==> src/rtl/rdt_pkg.sv <==
// Package of constants and types for the receive-channel time-out status block
package rdt_pkg;

    // Register byte offsets on the APB bus
    localparam logic [7:0] ADDR_STATUS = 8'h00;
    localparam logic [7:0] ADDR_CONTROL = 8'h04;
    localparam logic [7:0] ADDR_IRQ_STATUS = 8'h08;
    localparam logic [7:0] ADDR_IRQ_MASK = 8'h0c;
    localparam logic [7:0] ADDR_COUNT = 8'h10;

    // Field positions in rx_dma_timeout_status
    localparam int OVERRUN_BIT = 0;
    localparam int TIMEOUT_BIT = 1;
    localparam int TVAL_LSB = 2;
    localparam int TVAL_MSB = 6;
    localparam int TEN_BIT = 7;

    // Field positions in channel_control_reg
    localparam int IRQ_EN_BIT = 6;
    localparam int CHAN_EN_BIT = 7;

    // Field positions in the interrupt status and mask registers
    localparam int IRQ_STOP_BIT = 0;
    localparam int IRQ_TIMEOUT_BIT = 1;
    localparam int IRQ_OVERRUN_BIT = 2;

    // Field positions in the count register
    localparam int CNT_LSB = 0;
    localparam int CNT_MSB = 4;
    localparam int SEEN_BIT = 8;
    localparam int HALT_BIT = 9;

    // Widths and reset values
    localparam int TVAL_W = 5;
    localparam int IRQ_W = 3;
    localparam logic [TVAL_W-1:0] TVAL_RESET = 5'h00;
    localparam logic [IRQ_W-1:0] IRQ_MASK_RESET = 3'h0;
    localparam logic [TVAL_W-1:0] CNT_ONE = 5'h01;

    // Start-of-frame period, one step of the down counter
    localparam int SOF_PERIOD_US = 1000;

    // Whole state of the block
    typedef struct packed {
        logic chan_en;
        logic irq_en;
        logic overrun_flag;
        logic timeout_flag;
        logic timeout_counter_enable;
        logic [TVAL_W-1:0] tval;
        logic [TVAL_W-1:0] cnt;
        logic byte_seen;
        logic halted;
        logic [IRQ_W-1:0] irq_stat;
        logic [IRQ_W-1:0] irq_mask;
        logic [31:0] prdata;
    } rdt_state_t;

endpackage

==> src/rtl/rdt_timeout_status.sv <==
// Receive DMA channel time-out counter, stop status and APB registers
//
// Local design decisions: the address map and the APB slave port.
`timescale 1ns/1ns

module rdt_timeout_status
(
    input wire logic MCLK, // System clock, 20 MHz
    input wire logic RSTN, // Asynchronous reset, active low
    input wire logic PSEL, // APB select
    input wire logic PENABLE, // APB access phase
    input wire logic PWRITE, // APB write when high
    input wire logic [7:0] PADDR, // APB byte address
    input wire logic [31:0] PWDATA, // APB write data
    output logic [31:0] PRDATA, // APB read data
    output logic PREADY, // APB ready
    output logic PSLVERR, // APB error on unmapped address
    input wire logic RX_BYTE_XFER, // Pulse: channel moved one byte
    input wire logic SOF_PULSE, // Pulse: USB start of frame
    input wire logic RX_ERROR, // Pulse: UART receive error
    input wire logic BUFFERS_FULL, // Level: both buffers and FIFO full
    output logic CHANNEL_ENABLE, // Level: channel enable bit
    output logic CHANNEL_ACTIVE, // Level: channel may transfer
    output logic TIMEOUT_FLAG, // Level: time-out flag
    output logic OVERRUN_FLAG, // Level: overrun flag
    output logic IRQ // Level: unmasked interrupt pending
);

    rdt_pkg::rdt_state_t s;
    rdt_pkg::rdt_state_t next_s;

    logic access;
    logic wr;
    logic rd;
    logic setup_rd;
    logic active;
    logic counting;
    logic byte_ev;
    logic sof_ev;
    logic expire;
    logic err_ev;
    logic [rdt_pkg::IRQ_W-1:0] irq_set;
    // Register decode and software strobes
    logic hit_status;
    logic hit_control;
    logic hit_irq_status;
    logic hit_irq_mask;
    logic wr_status;
    logic wr_control;
    logic wr_mask;
    logic rd_irq_status;
    logic clr_overrun;
    logic clr_timeout;
    logic restart;
    // Stop handling
    logic expire_stop;
    logic fw_stop;
    logic stop_irq;

    function automatic logic addr_hit(input logic [7:0] a,
                                      input logic [7:0] off);
        return a == off;
    endfunction

    function automatic logic addr_valid(input logic [7:0] a);
        return addr_hit(a, rdt_pkg::ADDR_STATUS)
            || addr_hit(a, rdt_pkg::ADDR_CONTROL)
            || addr_hit(a, rdt_pkg::ADDR_IRQ_STATUS)
            || addr_hit(a, rdt_pkg::ADDR_IRQ_MASK)
            || addr_hit(a, rdt_pkg::ADDR_COUNT);
    endfunction

    function automatic logic [31:0] status_word(
        input rdt_pkg::rdt_state_t st);
        logic [31:0] w;
        w = 32'h0000_0000;
        w[rdt_pkg::OVERRUN_BIT] = st.overrun_flag;
        w[rdt_pkg::TIMEOUT_BIT] = st.timeout_flag;
        w[rdt_pkg::TVAL_MSB:rdt_pkg::TVAL_LSB] = st.tval;
        w[rdt_pkg::TEN_BIT] = st.timeout_counter_enable;
        return w;
    endfunction

    function automatic logic [31:0] read_mux(
        input logic [7:0] a,
        input rdt_pkg::rdt_state_t st);
        logic [31:0] w;
        w = 32'h0000_0000;
        if (addr_hit(a, rdt_pkg::ADDR_STATUS))
        begin
            w = status_word(st);
        end
        else if (addr_hit(a, rdt_pkg::ADDR_CONTROL))
        begin
            w[rdt_pkg::IRQ_EN_BIT] = st.irq_en;
            w[rdt_pkg::CHAN_EN_BIT] = st.chan_en;
        end
        else if (addr_hit(a, rdt_pkg::ADDR_IRQ_STATUS))
        begin
            w[rdt_pkg::IRQ_W-1:0] = st.irq_stat;
        end
        else if (addr_hit(a, rdt_pkg::ADDR_IRQ_MASK))
        begin
            w[rdt_pkg::IRQ_W-1:0] = st.irq_mask;
        end
        else if (addr_hit(a, rdt_pkg::ADDR_COUNT))
        begin
            w[rdt_pkg::CNT_MSB:rdt_pkg::CNT_LSB] = st.cnt;
            w[rdt_pkg::SEEN_BIT] = st.byte_seen;
            w[rdt_pkg::HALT_BIT] = st.halted;
        end
        return w;
    endfunction

    // Write-one-to-clear: a zero written leaves the flag as it was
    function automatic logic w1c(input logic flag, input logic clr);
        return flag && !clr;
    endfunction

    // Byte reload has priority over a frame step in the same cycle
    function automatic logic [rdt_pkg::TVAL_W-1:0] count_next(
        input logic [rdt_pkg::TVAL_W-1:0] cnt,
        input logic [rdt_pkg::TVAL_W-1:0] tval,
        input logic reload,
        input logic step);
        logic [rdt_pkg::TVAL_W-1:0] c;
        c = cnt;
        if (reload)
        begin
            c = tval;
        end
        else if (step)
        begin
            c = cnt - rdt_pkg::CNT_ONE;
        end
        return c;
    endfunction

    // Interrupt status bits raised by one expiry
    function automatic logic [rdt_pkg::IRQ_W-1:0] expiry_irq(
        input logic full);
        logic [rdt_pkg::IRQ_W-1:0] b;
        b = '0;
        b[rdt_pkg::IRQ_TIMEOUT_BIT] = 1'b1;
        b[rdt_pkg::IRQ_OVERRUN_BIT] = full;
        return b;
    endfunction

    // Bus phases; reads are captured in setup so PRDATA comes from a flop
    assign access = PSEL && PENABLE;
    assign wr = access && PWRITE;
    assign rd = access && !PWRITE;
    assign setup_rd = PSEL && !PENABLE && !PWRITE;

    // One address decode feeds the write strobes and the read clear
    assign hit_status = addr_hit(PADDR, rdt_pkg::ADDR_STATUS);
    assign hit_control = addr_hit(PADDR, rdt_pkg::ADDR_CONTROL);
    assign hit_irq_status = addr_hit(PADDR, rdt_pkg::ADDR_IRQ_STATUS);
    assign hit_irq_mask = addr_hit(PADDR, rdt_pkg::ADDR_IRQ_MASK);
    assign wr_status = wr && hit_status;
    assign wr_control = wr && hit_control;
    assign wr_mask = wr && hit_irq_mask;
    assign rd_irq_status = rd && hit_irq_status;
    assign clr_overrun = wr_status && PWDATA[rdt_pkg::OVERRUN_BIT];
    assign clr_timeout = wr_status && PWDATA[rdt_pkg::TIMEOUT_BIT];
    assign restart = wr_control && PWDATA[rdt_pkg::CHAN_EN_BIT];

    // Channel events
    assign active = s.chan_en && !s.halted;
    assign byte_ev = RX_BYTE_XFER && active;
    assign err_ev = RX_ERROR && active;
    assign counting = s.timeout_counter_enable
                      && s.chan_en
                      && s.byte_seen
                      && !s.halted;
    assign sof_ev = SOF_PULSE && counting && !byte_ev;
    // A count of one reaches zero on this pulse; zero is already there
    assign expire = sof_ev && (s.cnt <= rdt_pkg::CNT_ONE);

    // Enable falls on expiry only with interrupts on; firmware may drop it
    assign expire_stop = expire && s.irq_en;
    assign fw_stop = wr_control && !PWDATA[rdt_pkg::CHAN_EN_BIT];
    assign stop_irq = s.chan_en && s.irq_en
                      && (expire_stop || fw_stop);

    // Stop causes as the flag pair (time-out, overrun) shows them:
    //   receive error          0 0  enable kept, no interrupt from here
    //   expiry, starved        1 0  the receiver ran out of data
    //   expiry, host stalled   1 1  both buffers and the FIFO were full
    // An error and an expiry in the same cycle report as the expiry.
    // A zero limit expires on the first frame once counting runs.
    // With counting off no frame steps the value, though a byte still reloads it; nothing times out.

    always_comb
    begin
        next_s = s;
        irq_set = '0;

        // Read data is taken one cycle early so it leaves from a flop
        if (setup_rd)
        begin
            next_s.prdata = read_mux(PADDR, s);
        end

        // Software side first, so hardware sets below win over clears
        if (wr_status)
        begin
            next_s.overrun_flag = w1c(s.overrun_flag, clr_overrun);
            next_s.timeout_flag = w1c(s.timeout_flag, clr_timeout);
            next_s.tval =
                PWDATA[rdt_pkg::TVAL_MSB:rdt_pkg::TVAL_LSB];
            next_s.timeout_counter_enable =
                PWDATA[rdt_pkg::TEN_BIT];
        end

        if (wr_control)
        begin
            next_s.irq_en = PWDATA[rdt_pkg::IRQ_EN_BIT];
            next_s.chan_en = PWDATA[rdt_pkg::CHAN_EN_BIT];
        end

        // Writing enable high starts a fresh transaction
        if (restart)
        begin
            next_s.halted = 1'b0;
            next_s.byte_seen = 1'b0;
        end

        if (wr_mask)
        begin
            next_s.irq_mask = PWDATA[rdt_pkg::IRQ_W-1:0];
        end

        if (rd_irq_status)
        begin
            next_s.irq_stat = '0;
        end

        // Down counter
        next_s.cnt = count_next(s.cnt, s.tval, byte_ev, sof_ev && !expire);
        if (byte_ev)
        begin
            next_s.byte_seen = 1'b1;
        end

        // Receive error halts with both flags at zero and no interrupt
        if (err_ev)
        begin
            next_s.halted = 1'b1;
            next_s.timeout_flag = 1'b0;
            next_s.overrun_flag = 1'b0;
        end

        if (expire)
        begin
            next_s.cnt = '0;
            next_s.halted = 1'b1;
            next_s.timeout_flag = 1'b1;
            // Full buffers mean the host stalled, otherwise starvation
            next_s.overrun_flag = BUFFERS_FULL;
            irq_set = expiry_irq(BUFFERS_FULL);
        end

        // With interrupts off the enable stays up for the next run
        if (expire_stop)
        begin
            next_s.chan_en = 1'b0;
        end

        // Falling enable with interrupts on, by hardware or firmware, is the stop event
        irq_set[rdt_pkg::IRQ_STOP_BIT] = stop_irq;

        // Disabled channel forgets its first-byte condition
        if (!next_s.chan_en)
        begin
            next_s.byte_seen = 1'b0;
        end

        // Hardware sets are merged last and win over a read clear
        next_s.irq_stat = next_s.irq_stat | irq_set;
    end

    // Reset loads constants only
    always_ff @(posedge MCLK or negedge RSTN)
    begin
        if (!RSTN)
        begin
            s <= '{
                chan_en: 1'b0,
                irq_en: 1'b0,
                overrun_flag: 1'b0,
                timeout_flag: 1'b0,
                timeout_counter_enable: 1'b0,
                tval: rdt_pkg::TVAL_RESET,
                cnt: rdt_pkg::TVAL_RESET,
                byte_seen: 1'b0,
                halted: 1'b0,
                irq_stat: '0,
                irq_mask: rdt_pkg::IRQ_MASK_RESET,
                prdata: 32'h0000_0000
            };
        end
        else
        begin
            s <= next_s;
        end
    end

    // Zero-wait slave: every access completes in its first access cycle
    assign PREADY = 1'b1;
    // Unmapped addresses answer with an error and change nothing
    assign PSLVERR = access && !addr_valid(PADDR);
    assign PRDATA = s.prdata;

    // Status outputs from the state flops; CHANNEL_ACTIVE gates the enable with the halt bit
    assign CHANNEL_ENABLE = s.chan_en;
    assign CHANNEL_ACTIVE = active;
    assign TIMEOUT_FLAG = s.timeout_flag;
    assign OVERRUN_FLAG = s.overrun_flag;
    // Level output: stays high until the status read clears it or a mask write hides it
    assign IRQ = |(s.irq_stat & s.irq_mask);

endmodule

==> config.mk <==
export PLATFORM = sky130hd
export DESIGN_NAME = rdt_timeout_status
export DESIGN_NICKNAME = d
export VERILOG_FILES = /design/src/rtl/rdt_pkg.sv /design/src/rtl/rdt_timeout_status.sv
export SDC_FILE = /design/constraint.sdc
export NUM_CORES = 1
export LEC_CHECK = 0
export BUFFER_PORTS_ARGS = -buffer_cell sky130_fd_sc_hd__buf_2
export CORE_MARGIN = 3
export CORE_UTILIZATION = 45
export CTS_CLUSTER_SIZE = 25
export DETAILED_ROUTE_END_ITERATION = 8
export HOLD_SLACK_MARGIN = 0.12
export PLACE_DENSITY = 0.85
export REMOVE_ABC_BUFFERS = 1
export SETUP_SLACK_MARGIN = 0.05
export SLEW_MARGIN = 20
export SYNTH_ARGS = -nofsm -noshare
export SYNTH_HDL_FRONTEND = slang
export SYNTH_SLANG_ARGS = --single-unit
==> constraint.sdc <==
create_clock -name MCLK -period 5.6 [get_ports MCLK]
set_clock_uncertainty 0.2 [all_clocks]
set_input_delay 0.56 -clock MCLK [delete_from_list [all_inputs] [get_ports MCLK]]
set_output_delay 0.56 -clock MCLK [all_outputs]
set_load 0.01 [all_outputs]
==> metrics.cfg <==
[clock_network]
cts_made_buffers = 5
ctsResizeCount = 0
clockBufferDepth = 2
post-cts-setup-buffers = 0
path_clk_slew_ns = 0.06
clock-root-buffer = clkbuf_8
cts.sink_count = 33
clkLatencyLatePin_ns = 0.28
tritoncts = done
cts.htree.levels = 2
hold_buffers = 0

[worst_setup_path]
cpPeakStageDelay_ns = 0.56
cp-end-kind = primary output
timing.rr.start = CHANNEL_ENABLE
r2r_slack_ns = 3.06
critical_path_required_ns = 4.84
path_buf_inv = 2
startpoint_type = input port
crit_path_cell_trace = buf_2, or4_4, nor2_1, a21oi_1, buf_2
crit_type = input port to primary output
cp_top_family = simple AND/OR/NAND/NOR gates
crit_arrival_ns = 1.92
r2r_end = OVERRUN_FLAG
rr_worst_depth = 4
crit_top_cell = buf_2
critPathSlowestCell = or4_4
critPathMaxFanout = 7

[timing]
tns_ns = 0
timing.hold.ws_ns = 0.143
max_freq_mhz = 373
slew_headroom_pct = 42.2
finalCritPeriodShare_pct = 47.8
worst_pin_slew_ns = 0.865
finalSetupViolCount = 0
min_period_ns = 2.68
report.final.slew_viol_count = 0
finalHoldViolCount = 0
setup_ws_ns = 2.92
rsz0062_at_grt = false

[global_route]
grt-ovfl-total = 0
grt_use_met1_pct = 23.2
grt_first_pass_wirelength_mm = 6.96
antenna_found_initial = 0
grt_max_degree = 34
grt_use_met3_pct = 3.03
gr-max-usage-layer = met2
grt_pass1_vias = 1499
use_met2_pct = 25.4
track_usage_pct = 16.8

[placed_design]
hpwl_mm = 3.21
portBuffers = 40
numPlacedInstances = 285
place_ws_ns = 2.85
globalplace.congestion = 0.885

[die]
die_h_um = 73.1
fp.dieArea_um2 = 5350
die_w_um = 73.1
ios = 88
placementRows = 23
start_util_pct = 48.6
core_um2 = 4170

[cells_and_area]
multiInputGateArea_um2 = 967
drive_gt1_share_pct = 28.9
area_delta_synth_final_pct = 8.02
final_nets = 293
seq_area_um2 = 826
final-instance-count-excl-fill = 292
nFillCells = 384
antennaDiodeCount = 0

[routing]
drc = 0
vias_per_cell = 5.50
postRouteWirelength_mm = 4.33
wl_per_cell_um = 14.8
first_pass_iters = 7
ant_nets = 0
drt_iter0_drc = 191
via_count = 1607

[synthesis]
ys_types = 43
synth_edf_count = 0
yosys_register_bits = 33
synth_area_leader_cell = dfrtp_1
syn_area_per_cell_um2 = 9.48
syn_inst = 214
synth-main-ff-cell = dfrtp_1
synth.top_cell.area_share_pct = 40.7
yosysSeqAreaShare_pct = 40.7
async_reset_ff_share_pct = 100
synth_area_um2 = 2030
yosysWarnings = 0
synthTopCellsByArea = dfrtp_1 41%, buf_4 13%, mux2_2 6.1%

[status]
outcome = complete, no violations

[hold_path]
hold_class = input port to async pin

[flow_run]
cap_violations = 0

[power_and_ir_drop]
vdd_drop_max_mv = 0.106
power_density_nw_per_um2 = 239
leakage_nw = 1.05
power_mw = 0.523

final cells by class:
class / count / area share [%]
Timing Repair Buffer: 41 / 9.48
Inverter: 11 / 1.88
Multi-Input combinational cell: 150 / 44.1
Tap cell: 50 / 2.86
Sequential cell: 33 / 37.7
Clock buffer: 7 / 3.94
how the worst max path moves through the flow:
stage                         startpoint           end  slack [ns]  depth (start not counted)
after floorplan                 PADDR[4]         s[45]        3.06                          4
after global placement      RX_BYTE_XFER  OVERRUN_FLAG        2.85                          5
after detailed placement    RX_BYTE_XFER  OVERRUN_FLAG        2.85                          5
after CTS                       PADDR[1]       PSLVERR        2.96                          5
after global routing      CHANNEL_ENABLE  OVERRUN_FLAG        2.80                          4
final                           PADDR[1]       PSLVERR        2.92                          5
worst register-to-register path, cell delays in order (launching register included):
cell,delay (ns)
dfrtp_1,0.47
nor2b_1,0.49
nor4b_2,0.80
a21oi_1,0.14
a32o_1,0.31
per-stage QoR:
step	util, %	area, µm²
after CTS	52.4	2180
final	52.5	2190
after global routing	52.5	2190
after floorplan	-	1820
after global placement	50.3	2100
after detailed placement	50.3	2100
cell usage after synthesis, types with 2 or more instances:
master / n
nand4_1: 3
nand3b_1: 2
nand2b_1: 2
o21a_1: 3
a21oi_1: 9
a22oi_1: 2
inv_1: 11
nor2b_1: 2
buf_2: 2
o22ai_1: 2
nor4_2: 2
o21ai_0: 5
nand2_1: 17
or3_1: 3
mux2_2: 11
or4_1: 4
dfrtp_1: 33
clkbuf_1: 5
nand3_1: 9
buf_4: 34
and3_1: 4
nor2_1: 12
o211ai_1: 3
conb_1: 2
ha_1: 2
a31oi_1: 9
or4_4: 2
a31o_2: 2
o221ai_1: 3
metal layers:
metal	part of all wire, %	up-vias
met1	44	764
met3	6.9	11
met2	47	66
li1	-	766
met4	2.1	0
met5	0	-
report_power, final:
group | switching, mW | internal [mW]
logic | 0.0485 | 0.0327
clock network | 0.0800 | 0.0974
registers | 0.0120 | 0.253
total | 0.140 | 0.383
kinds of logic after synthesis:
logic type	after synthesis	synth area share, %
buffers and inverters	52	16.0
other	2	0.370
AND/OR/NAND/NOR	68	19.9
flip-flops	33	40.7
AO/OA/AOI/OAI	45	15.1
multiplexers	12	6.60
adder cells (fa/ha/maj)	2	1.23
placed cells by master (no fill, tap or decap), types with 3 or more instances in the layout:
cell,netlist,final
o21a_1,3,3
mux2_2,11,11
nand2_1,17,17
nand4_1,3,3
o211ai_1,3,3
a21oi_1,9,9
inv_1,11,11
and3_1,4,4
o21ai_0,5,5
nor2_1,12,12
dfrtp_1,33,33
conb_1,2,23
or3_1,3,3
clkbuf_8,0,6
o221ai_1,3,3
buf_2,2,40
a31oi_1,9,9
nand3_1,9,9
or4_1,4,4
sequential cells by signal, indices dropped and copies added, names as in the netlist:
register and count:
CHANNEL_ENABLE 1, s 20, OVERRUN_FLAG 1, TIMEOUT_FLAG 1
PRDATA 10
Note: power is estimated with default switching activity, not from simulation.
